$ cat config.mk
export PLATFORM = sky130hd
export DESIGN_NAME = ivp_irq_arbiter
export DESIGN_NICKNAME = d
export VERILOG_FILES = /design/src/common/ivp_pkg.sv /design/src/hdl/ivp_irq_arbiter.sv /design/src/hdl/ivp_prio_store.sv
export VERILOG_INCLUDE_DIRS = /design/src /design/src/common
export SDC_FILE = /design/constraint.sdc
export NUM_CORES = 2
export LEC_CHECK = 0
export ABC_AREA = 1
export BUFFER_PORTS_ARGS = -buffer_cell sky130_fd_sc_hd__buf_2
export CORE_ASPECT_RATIO = 1.75
export CORE_MARGIN = 2
export CORE_UTILIZATION = 30
export CTS_BUF_LIST = sky130_fd_sc_hd__clkbuf_16
export DETAILED_ROUTE_END_ITERATION = 8
export SYNTH_ARGS = -nofsm -noshare
export SYNTH_HDL_FRONTEND = slang
export SYNTH_SLANG_ARGS = --single-unit
$ cat constraint.sdc
create_clock -name core_clk -period 5 [get_ports core_clk]
set_input_delay 0 -clock core_clk [delete_from_list [all_inputs] [get_ports core_clk]]
set_output_delay 0 -clock core_clk [all_outputs]
set_load 0.05 [all_outputs]
$ cat src/common/ivp_params.svh
// constants for the priority interrupt vectoring unit
`ifndef IVP_PARAMS_SVH
`define IVP_PARAMS_SVH

// ********************************
// source and level geometry
// ********************************
`define IVP_NUM_SRC        82
`define IVP_NUM_FIXED      2
`define IVP_NUM_LEVELS     4
`define IVP_FAST_LEVEL     2'h2
`define IVP_FIXED_LEVEL    2'h3
`define IVP_EXT_A_SRC      2
`define IVP_EXT_B_SRC      3
`define IVP_PRIO_WORDS     10
`define IVP_EN_WORDS       6

// ********************************
// register indices (byte address is four times the index)
// ********************************
`define IVP_IDX_PRIO_FIRST 8'h00
`define IVP_IDX_PRIO_LAST  8'h09
`define IVP_IDX_VBASE      8'h0a
`define IVP_IDX_FM0        8'h0b
`define IVP_IDX_FVL0       8'h0c
`define IVP_IDX_FVH0       8'h0d
`define IVP_IDX_FM1        8'h0e
`define IVP_IDX_FVL1       8'h0f
`define IVP_IDX_FVH1       8'h10
`define IVP_IDX_PEND_FIRST 8'h11
`define IVP_IDX_PEND_LAST  8'h16
`define IVP_IDX_EN_FIRST   8'h17
`define IVP_IDX_EN_LAST    8'h1c
`define IVP_IDX_CTRL       8'h1d

// ********************************
// control register fields and reset values
// ********************************
`define IVP_CTRL_EDGE_A    0
`define IVP_CTRL_EDGE_B    1
`define IVP_CTRL_REQ       2
`define IVP_CTRL_LVL_LO    3
`define IVP_CTRL_LVL_HI    4
`define IVP_CTRL_WAKE      5
`define IVP_RESET_ADDR     21'h000000
`define IVP_REG_RESET      16'h0000
`define IVP_VBASE_BITS     14
`define IVP_FVH_BITS       5

`endif

$ cat src/common/ivp_pkg.sv
// types shared by the priority interrupt vectoring unit
package ivp_pkg;

    typedef logic [6:0]  ivp_vec_t;
    typedef logic [20:0] ivp_addr_t;
    typedef logic [15:0] ivp_word_t;

    // register bus answer sequence
    typedef enum logic [1:0] {
        IVP_PH_IDLE   = 2'b00,
        IVP_PH_FETCH  = 2'b01,
        IVP_PH_ANSWER = 2'b10
    } ivp_phase_e;

    // everything the core sees about the winning request
    typedef struct packed {
        logic      request;
        logic [1:0] levelCode;
        logic      fast;
        ivp_vec_t  vecNum;
        ivp_addr_t vecAddr;
    } ivp_core_req_s;

endpackage : ivp_pkg

$ cat src/hdl/ivp_irq_arbiter.sv
// interrupt arbiter and vector generator with avalon register slave
// Notes on behaviour
// - registers reached as a bus slave; priorities written by software.
// - each programmable source takes one of four levels; two sources fixed.
// - within a level the lowest active source number wins.
// - request the core when a serviceable request exists, with its address.
// - normal address is vector base concatenated with vector number.
// - level code: 00 none, 01 level 0, 10 level 1, 11 level 2 or 3.
// - a request preempts only when the core mask is 00 or its level is at least the mask.
// - two fast channels, each with match, low and high address registers.
// - fast only on a match with either channel and level 2.
// - fast match supplies channel address instead of base plus number.
// - fast recognition done here, flagged to the core with the vector.
// - pending irq in wait or stop raises a wake to the system unit.
// - after reset the initial fetch address is driven onto the address bus.
// - in low power only sources enabled before entry may wake.
// - in low power both external pins act low-level sensitive.
`timescale 1ns/1ps
`include "ivp_params.svh"

module ivp_irq_arbiter
    import ivp_pkg::*;
(
    input  wire logic                      core_clk,
    input  wire logic                      reset,
    input  wire logic [7:0]                avs_address,
    input  wire logic                      avs_read,
    input  wire logic                      avs_write,
    input  wire logic [31:0]               avs_writedata,
    input  wire logic [3:0]                avs_byteenable,
    output logic [31:0]                    avs_readdata,
    output logic                           avs_waitrequest,
    input  wire logic [`IVP_NUM_SRC-1:0]   periphIrq,
    input  wire logic                      externalIrqA_n,
    input  wire logic                      externalIrqB_n,
    input  wire logic [1:0]                coreStatusMask,
    input  wire logic                      coreIrqAck,
    input  wire logic                      lowPowerMode,
    output ivp_core_req_s                  coreReq,
    output logic                           coreAddrDrive,
    output logic                           wakeRequest
);

    // ********************************
    // functions
    // ********************************

    // lowest set bit, with found flag in the top bit
    function automatic logic [7:0] lowest_set(input logic [`IVP_NUM_SRC-1:0] v);
        logic [7:0] res;
        res = 8'h00;
        for (int s = `IVP_NUM_SRC - 1; s >= 0; s--) begin
            if (v[s]) res = {1'b1, 7'(s)};
        end
        return res;
    endfunction : lowest_set

    // a level passes a code when code is 00 or the level is at least the code
    function automatic logic level_passes(input logic [1:0] code, input logic [1:0] lvl);
        return (code == 2'h0) || (lvl >= code);
    endfunction : level_passes

    // level of a source to the two-bit report code
    function automatic logic [1:0] level_code(input logic [1:0] lvl);
        return (lvl >= 2'h2) ? 2'h3 : 2'(lvl + 2'h1);
    endfunction : level_code

    // ********************************
    // register state
    // ********************************
    ivp_phase_e                phase_reg;
    logic [31:0]               rdData_reg;
    ivp_word_t                 vbase_reg;
    ivp_vec_t                  fastMatch_reg [2];
    ivp_word_t                 fastLow_reg   [2];
    ivp_word_t                 fastHigh_reg  [2];
    ivp_word_t                 enable_reg    [`IVP_EN_WORDS];
    logic [1:0]                edgeSel_reg;
    logic [`IVP_NUM_SRC-1:0]   enSnap_reg;
    logic                      lowPowerDly_reg;
    logic [1:0]                pinMeta_reg;
    logic [1:0]                pinSync_reg;
    logic [1:0]                pinPrev_reg;
    logic [1:0]                edgeHeld_reg;
    logic                      bootDrive_reg;

    logic [7:0]                regIdx;
    logic                      aligned;
    logic                      busReq;
    logic                      wrStrobe;
    ivp_word_t                 wrWord;
    ivp_word_t                 prioRd;
    logic [159:0]              prioFlat;
    logic [95:0]               enableFlat;
    logic [`IVP_NUM_SRC-1:0]   rawReq;
    logic [`IVP_NUM_SRC-1:0]   activeReq;
    logic [1:0]                srcLevel [`IVP_NUM_SRC];
    logic [7:0]                levelWin [`IVP_NUM_LEVELS];
    logic                      winValid;
    logic [1:0]                winLevel;
    ivp_vec_t                  winVec;
    logic [1:0]                fastHit;
    ivp_core_req_s             reqNext;

    // ********************************
    // register bus slave
    // ********************************
    assign regIdx   = {2'b00, avs_address[7:2]};
    assign aligned  = (avs_address[1:0] == 2'b00);
    assign busReq   = avs_read || avs_write;
    assign wrStrobe = avs_write && (phase_reg == IVP_PH_ANSWER);
    assign wrWord   = avs_writedata[15:0];

    // fixed wait: fetch the word, latch it, then answer
    always_ff @(posedge core_clk) begin
        if (reset) begin
            phase_reg <= IVP_PH_IDLE;
        end else begin
            unique case (phase_reg)
                IVP_PH_IDLE:   phase_reg <= busReq ? IVP_PH_FETCH : IVP_PH_IDLE;
                IVP_PH_FETCH:  phase_reg <= IVP_PH_ANSWER;
                IVP_PH_ANSWER: phase_reg <= IVP_PH_IDLE;
                default:       phase_reg <= IVP_PH_IDLE;
            endcase
        end
    end

    assign avs_waitrequest = busReq && (phase_reg != IVP_PH_ANSWER);
    assign avs_readdata    = rdData_reg;

    ivp_prio_store u_prio (
        .core_clk   (core_clk),
        .reset      (reset),
        .wrEn       (wrStrobe && aligned && (regIdx <= `IVP_IDX_PRIO_LAST)),
        .wrIdx      (regIdx[3:0]),
        .wrLanes    (avs_byteenable[1:0]),
        .wrData     (wrWord),
        .rdIdx      (regIdx[3:0]),
        .rdData     (prioRd),
        .fieldsFlat (prioFlat)
    );

    // read mux latched in the fetch phase; unmapped reads zero
    always_ff @(posedge core_clk) begin
        if (reset) begin
            rdData_reg <= 32'h00000000;
        end else if (phase_reg == IVP_PH_FETCH) begin
            rdData_reg <= 32'h00000000;
            if (avs_read && aligned) begin
                if (regIdx <= `IVP_IDX_PRIO_LAST) begin
                    rdData_reg[15:0] <= prioRd;
                end else if (regIdx == `IVP_IDX_VBASE) begin
                    rdData_reg[15:0] <= vbase_reg;
                end else if (regIdx == `IVP_IDX_FM0) begin
                    rdData_reg[6:0] <= fastMatch_reg[0];
                end else if (regIdx == `IVP_IDX_FVL0) begin
                    rdData_reg[15:0] <= fastLow_reg[0];
                end else if (regIdx == `IVP_IDX_FVH0) begin
                    rdData_reg[15:0] <= fastHigh_reg[0];
                end else if (regIdx == `IVP_IDX_FM1) begin
                    rdData_reg[6:0] <= fastMatch_reg[1];
                end else if (regIdx == `IVP_IDX_FVL1) begin
                    rdData_reg[15:0] <= fastLow_reg[1];
                end else if (regIdx == `IVP_IDX_FVH1) begin
                    rdData_reg[15:0] <= fastHigh_reg[1];
                end else if (regIdx <= `IVP_IDX_PEND_LAST) begin
                    rdData_reg[15:0] <=
                        16'({14'h0000, rawReq} >> ((regIdx - `IVP_IDX_PEND_FIRST) * 16));
                end else if (regIdx <= `IVP_IDX_EN_LAST) begin
                    rdData_reg[15:0] <= enable_reg[3'(regIdx - `IVP_IDX_EN_FIRST)];
                end else if (regIdx == `IVP_IDX_CTRL) begin
                    rdData_reg[`IVP_CTRL_EDGE_B:`IVP_CTRL_EDGE_A] <= edgeSel_reg;
                    rdData_reg[`IVP_CTRL_REQ] <= coreReq.request;
                    rdData_reg[`IVP_CTRL_LVL_HI:`IVP_CTRL_LVL_LO] <= coreReq.levelCode;
                    rdData_reg[`IVP_CTRL_WAKE] <= wakeRequest;
                end
            end
        end
    end

    // vector base, fast channels, enables and control
    always_ff @(posedge core_clk) begin
        if (reset) begin
            vbase_reg   <= `IVP_REG_RESET;
            edgeSel_reg <= 2'b00;
            for (int c = 0; c < 2; c++) begin
                fastMatch_reg[c] <= 7'h00;
                fastLow_reg[c]   <= `IVP_REG_RESET;
                fastHigh_reg[c]  <= `IVP_REG_RESET;
            end
            for (int e = 0; e < `IVP_EN_WORDS; e++) begin
                enable_reg[e] <= `IVP_REG_RESET;
            end
        end else if (wrStrobe && aligned && avs_byteenable[0]) begin
            unique case (regIdx)
                `IVP_IDX_VBASE: vbase_reg        <= wrWord;
                `IVP_IDX_FM0:   fastMatch_reg[0] <= wrWord[6:0];
                `IVP_IDX_FVL0:  fastLow_reg[0]   <= wrWord;
                `IVP_IDX_FVH0:  fastHigh_reg[0]  <= wrWord;
                `IVP_IDX_FM1:   fastMatch_reg[1] <= wrWord[6:0];
                `IVP_IDX_FVL1:  fastLow_reg[1]   <= wrWord;
                `IVP_IDX_FVH1:  fastHigh_reg[1]  <= wrWord;
                `IVP_IDX_CTRL:  edgeSel_reg      <= wrWord[1:0];
                default: begin
                    if (regIdx >= `IVP_IDX_EN_FIRST && regIdx <= `IVP_IDX_EN_LAST) begin
                        enable_reg[3'(regIdx - `IVP_IDX_EN_FIRST)] <= wrWord;
                    end
                end
            endcase
        end
    end

    // ********************************
    // request conditioning
    // ********************************

    // external pins pass two flops before anything looks at them
    always_ff @(posedge core_clk) begin
        if (reset) begin
            pinMeta_reg <= 2'b11;
            pinSync_reg <= 2'b11;
            pinPrev_reg <= 2'b11;
        end else begin
            pinMeta_reg <= {externalIrqB_n, externalIrqA_n};
            pinSync_reg <= pinMeta_reg;
            pinPrev_reg <= pinSync_reg;
        end
    end

    // falling-edge capture; a new edge beats an acknowledge in the same cycle
    always_ff @(posedge core_clk) begin
        if (reset) begin
            edgeHeld_reg <= 2'b00;
        end else begin
            for (int p = 0; p < 2; p++) begin
                if (pinPrev_reg[p] && !pinSync_reg[p]) begin
                    edgeHeld_reg[p] <= 1'b1;
                end else if (coreIrqAck && coreReq.request &&
                             coreReq.vecNum == 7'(`IVP_EXT_A_SRC + p)) begin
                    edgeHeld_reg[p] <= 1'b0;
                end
            end
        end
    end

    // enable snapshot taken as low power is entered
    always_ff @(posedge core_clk) begin
        if (reset) begin
            lowPowerDly_reg <= 1'b0;
            enSnap_reg      <= '0;
        end else begin
            lowPowerDly_reg <= lowPowerMode;
            if (lowPowerMode && !lowPowerDly_reg) begin
                enSnap_reg <= enableFlat[`IVP_NUM_SRC-1:0];
            end
        end
    end

    always_comb begin
        for (int e = 0; e < `IVP_EN_WORDS; e++) begin
            enableFlat[e*16 +: 16] = enable_reg[e];
        end
        // fixed sources cannot be disabled
        enableFlat[`IVP_NUM_FIXED-1:0] = '1;
        rawReq = periphIrq;
        for (int p = 0; p < 2; p++) begin
            // no clock to see an edge while asleep, so level mode there
            if (lowPowerMode || !edgeSel_reg[p]) begin
                rawReq[`IVP_EXT_A_SRC + p] = !pinSync_reg[p];
            end else begin
                rawReq[`IVP_EXT_A_SRC + p] = edgeHeld_reg[p];
            end
        end
        // after entry, only what was enabled beforehand counts
        activeReq = rawReq & ((lowPowerMode && lowPowerDly_reg) ?
                              enSnap_reg : enableFlat[`IVP_NUM_SRC-1:0]);
    end

    assign wakeRequest = lowPowerMode && lowPowerDly_reg && (|(rawReq & enSnap_reg));

    // ********************************
    // arbitration
    // ********************************
    always_comb begin
        for (int s = 0; s < `IVP_NUM_SRC; s++) begin
            if (s < `IVP_NUM_FIXED) begin
                srcLevel[s] = `IVP_FIXED_LEVEL;
            end else begin
                srcLevel[s] = prioFlat[(s - `IVP_NUM_FIXED) * 2 +: 2];
            end
        end
        for (int l = 0; l < `IVP_NUM_LEVELS; l++) begin
            logic [`IVP_NUM_SRC-1:0] atLevel;
            atLevel = '0;
            for (int s = 0; s < `IVP_NUM_SRC; s++) begin
                atLevel[s] = activeReq[s] && (srcLevel[s] == 2'(l));
            end
            levelWin[l] = lowest_set(atLevel);
        end
        winValid = 1'b0;
        winLevel = 2'h0;
        winVec   = 7'h00;
        // highest level first; the core mask reflects the level in service
        for (int l = 0; l < `IVP_NUM_LEVELS; l++) begin
            if (levelWin[l][7] && level_passes(coreStatusMask, 2'(l))) begin
                winValid = 1'b1;
                winLevel = 2'(l);
                winVec   = levelWin[l][6:0];
            end
        end
        for (int c = 0; c < 2; c++) begin
            fastHit[c] = (winVec == fastMatch_reg[c]) && (winLevel == `IVP_FAST_LEVEL);
        end
        reqNext.request   = winValid;
        reqNext.levelCode = winValid ? level_code(winLevel) : 2'h0;
        reqNext.fast      = winValid && (|fastHit);
        reqNext.vecNum    = winVec;
        // channel zero wins if both channels name the same vector
        if (fastHit[0]) begin
            reqNext.vecAddr = {fastHigh_reg[0][`IVP_FVH_BITS-1:0], fastLow_reg[0]};
        end else if (fastHit[1]) begin
            reqNext.vecAddr = {fastHigh_reg[1][`IVP_FVH_BITS-1:0], fastLow_reg[1]};
        end else begin
            reqNext.vecAddr = {vbase_reg[`IVP_VBASE_BITS-1:0], winVec};
        end
        if (!winValid) begin
            reqNext.vecAddr = `IVP_RESET_ADDR;
        end
    end

    // core-facing outputs registered; reset shows the boot fetch address
    always_ff @(posedge core_clk) begin
        if (reset) begin
            coreReq         <= '0;
            coreReq.vecAddr <= `IVP_RESET_ADDR;
            bootDrive_reg   <= 1'b1;
        end else begin
            coreReq       <= reqNext;
            bootDrive_reg <= 1'b0;
        end
    end

    // address bus driven for the boot fetch and whenever a vector is offered
    assign coreAddrDrive = bootDrive_reg || coreReq.request;

endmodule : ivp_irq_arbiter

$ cat src/hdl/ivp_prio_store.sv
// priority field storage with registered read port and flat level view
`timescale 1ns/1ps
`include "ivp_params.svh"

module ivp_prio_store
    import ivp_pkg::*;
(
    input  wire logic        core_clk,
    input  wire logic        reset,
    input  wire logic        wrEn,
    input  wire logic [3:0]  wrIdx,
    input  wire logic [1:0]  wrLanes,
    input  wire ivp_word_t   wrData,
    input  wire logic [3:0]  rdIdx,
    output ivp_word_t        rdData,
    output logic [159:0]     fieldsFlat
);

    ivp_word_t mem_reg [`IVP_PRIO_WORDS];

    // byte-lane write into the field words
    always_ff @(posedge core_clk) begin
        if (reset) begin
            for (int i = 0; i < `IVP_PRIO_WORDS; i++) begin
                mem_reg[i] <= `IVP_REG_RESET;
            end
        end else if (wrEn && (wrIdx < 4'(`IVP_PRIO_WORDS))) begin
            if (wrLanes[0]) mem_reg[wrIdx][7:0]  <= wrData[7:0];
            if (wrLanes[1]) mem_reg[wrIdx][15:8] <= wrData[15:8];
        end
    end

    // read data held in a register; out-of-range words read zero
    always_ff @(posedge core_clk) begin
        if (reset) begin
            rdData <= `IVP_REG_RESET;
        end else if (rdIdx < 4'(`IVP_PRIO_WORDS)) begin
            rdData <= mem_reg[rdIdx];
        end else begin
            rdData <= `IVP_REG_RESET;
        end
    end

    // arbitration needs every field at once
    always_comb begin
        for (int i = 0; i < `IVP_PRIO_WORDS; i++) begin
            fieldsFlat[i*16 +: 16] = mem_reg[i];
        end
    end

endmodule : ivp_prio_store

==> metrics.csv <==
metric,value,unit
status,"finished, violations left",
violations,setup timing,
fp.dieH,456,um
combPwrFrac,19.6,%
grt_usage,31.54,%
synth_edf_count,462,
crit_fanout,7,
rr_startpoint,lowPowerDly_reg$_SDFF_PP0_,
power_frac_seq,45.4,%
drc,0,
dpl_cell_area,43120,um2
wl,194.4,mm
reg2regPathDepth,89,
final_nets,5611,
slew_headroom,2.377,%
clock-root-buffer,clkbuf_16,
slew_viol_final,0,
rows,165,
crit_path_top_delay_cell,dfxtp_2,
port_buffers,166,
n_fill_cell,12030,
ff_latch_area,17380,um2
gr-usage-met1,31.35,%
htree_levels,2,
hpwl,153.1,mm
clock_sinks,637,
power_switching,4169,uW
p_int,8989,uW
tightest_slew,1.449,ns
ios,203,
cp.depth,89,
insertion_delay,0.72,ns
setup_viol,24,
fin_ws,-1.379,ns
grt_busiest_layer,met2,
synth_cells,4541,
place_ws,-1.460,ns
coreArea,115600,um2
ys_ff_latch,637,
cts_tree,built,
ys_seq_area_share,49.61,%
cts_made_buffers,61,
drtPass1Iterations,6,
skew,0.03646,ns
grt_remaining_overflow,0,
max_stage_delay,0.35,ns
fp.dieW,262.3,um
wl_per_cell,27.64,um
final_cell_area,45730,um2
hold_viol,0,
cp_top_family,simple AND/OR/NAND/NOR gates,
p_per_area,287.8,nW/um2
path_clk_slew,0.07,ns
worstPathRequired,5.63,ns
ant_nets,0,
utilization,39.55,%
viasPerCell,5.334,
area_delta_synth_final,30.56,%
vdd_drop_max,0.3024,mV
vias,37530,
yosysWarnings,0,
min_period,6.379,ns
p_leak,0.02040,uW
crit_path_frequent_cell,nand2_1,
hp-class,in2reg,
start_util,30.29,%
ys.flop_type,edfxtp_1,
swShare,31.69,%
clockBufferDepth,3,
drt_iter0_markers,3502,
grt_antenna_before_repair,20,
rsz0062_at_grt,true,
gp_congestion,1.074,
finalCritPeriodShare,127.6,%
hp-start,lowPowerMode,
maxCapViolCount,0,
clkPwrFrac,35.0,%
hold_depth,5,
use_met3,5.867,%
largest_reg_flops,256,
grt_max_degree,145,
grt_pass1_wl,265.8,mm
critPathKind,reg2reg,
yosysUniqueCellTypes,56,
grt_pass1_vias,36410,
fmax,156.8,MHz
startpoint,lowPowerDly_reg$_SDFF_PP0_,
drive_above_1_share,20.18,%
cp-end-kind,flip-flop,
crit_arrival,7.01,ns
multiInputGateArea,15860,um2
crit_buf_inv,5,
synthArstFlopShare,0,%
grt_use_met2,52.84,%
syn_area,35020,um2
syn_avg_cell_area,7.713,um2
die-area,119600,um2
critPathLaunchType,flip-flop,
-- final timing paths --
path / to / slack (ns)
max: coreReq[11]$_SDFF_PP0_ / -1.38
min: lowPowerDly_reg$_SDFF_PP0_ / 0.04
max reg2reg: coreReq[11]$_SDFF_PP0_ / -1.38
min reg2reg: pinSync_reg[1]$_SDFF_PP1_ / 0.41
-- Yosys cell counts, types with 22 or more instances --
master | instances | area share (%)
a21oi_1 | 370 | 5.3
a31oi_1 | 24 | 0.43
buf_4 | 22 | 0.47
clkbuf_1 | 155 | 1.7
dfxtp_1 | 175 | 10
edfxtp_1 | 462 | 40
inv_1 | 414 | 4.4
nand2_1 | 1025 | 11
nand3_1 | 359 | 5.1
nand4_1 | 63 | 1.1
nor2_1 | 680 | 7.3
nor3_1 | 34 | 0.49
o211ai_1 | 61 | 1.3
o21ai_0 | 425 | 6.1
o21bai_1 | 29 | 0.62
o22ai_1 | 31 | 0.55
-- routing by layer --
metal / share of wire, % / vias up
met1: 33 / 17790
met4: 13 / 20
li1: - / 17230
met5: 0.068 / -
met3: 6.5 / 665
met2: 47 / 1826
-- final cells by class --
| cell class | count | area share, % |
|---|---|---|
| diodes | 12 | 0.06567 |
| inverters | 437 | 3.625 |
| repair buffers | 959 | 15.39 |
| multi-input cells | 3374 | 34.69 |
| clock buffers | 61 | 3.338 |
| flip-flops and latches | 637 | 38.00 |
| well taps | 1503 | 4.113 |
| clock inverters | 53 | 0.7743 |
-- cell usage in the layout, fill, tap and decap left out, drive strengths merged, types with 2 or more instances in the layout --
cell type    Yosys  layout
nand2         1031    1031
buf             49     931
nor2           682     682
edfxtp         462     462
inv            418     444
o21ai          432     432
a21oi          372     372
nand3          363     363
dfxtp          175     175
conb             1     112
nand4           63      63
clkbuf         155      63
o211ai          61      61
clkinv          19      39
nor3            34      34
o22ai           31      31
o21bai          29      29
dlygate4sd3      0      26
a31oi           24      24
a32o            19      19
a41oi           17      17
a221oi          14      14
or2             13      13
o31ai           13      13
diode            0      12
nor4            11      11
o311ai           9       9
o221ai           7       7
a211oi           5       5
ha               5       5
clkinvlp         0       5
o2111ai          4       4
xor2             4       4
a32oi            3       3
a21boi           3       3
a2111oi          3       3
xnor2            3       3
bufinv           0       2
-- logic make-up (layout without fill, tap and decap cells) --
kind of cell | count (synthesis) | after routing | synth area share [%]
AO/OA/AOI/OAI | 1050 | 1050 | 16.97
AND/OR/NAND/NOR | 2200 | 2200 | 25.83
adder cells (fa/ha/maj) | 5 | 5 | 0.1786
XOR/XNOR | 7 | 7 | 0.1751
other | 1 | 124 | 0.01071
flip-flops | 637 | 637 | 49.61
buffers and inverters | 641 | 1510 | 7.231
-- worst reg2reg max path: cells and delay by family (launching register included) --
family	cells	cell delay (ns)
DFF	1	0.35
buffers and inverters	5	0.75
AOI/OAI and AO/OA	1	0.13
and+or+nand+nor	83	5.08
-- what timing repair did --
action | CTS | global route
hold endpoints to repair | 95 | 0
gates resized for setup | 45 | 30
hold buffers | 26 | 0
setup endpoints to repair | 24 | 27
pin swaps | 1 | 6
cloned | 0 | 2
buffers inserted | 10 | 4
-- stage by stage --
stage / power [uW] / std cells / hold WS, ns / TNS [ns]
after floorplan: 7237 / 4652 / 0.02772 / -1.938
after global placement: 8515 / 6868 / 0.1875 / -33.83
after detailed placement: 8517 / 6868 / 0.1878 / -32.99
after CTS: 13080 / 7018 / 0.005283 / -29.34
after global routing: 13530 / 7025 / 0.05564 / -51.34
final: 13160 / 7036 / 0.03943 / -30.94
-- power by group through the flow --
stage,clock network (uW),registers (uW),logic (uW)
4_1_cts,4630,5970,2480
5_1_grt,4810,5980,2730
3_5_place_dp,0,6080,2440
2_1_floorplan,0,6070,1170
3_3_place_gp,0,6080,2430
6_report,4600,5970,2580
Power figures use the tool's default switching activity.
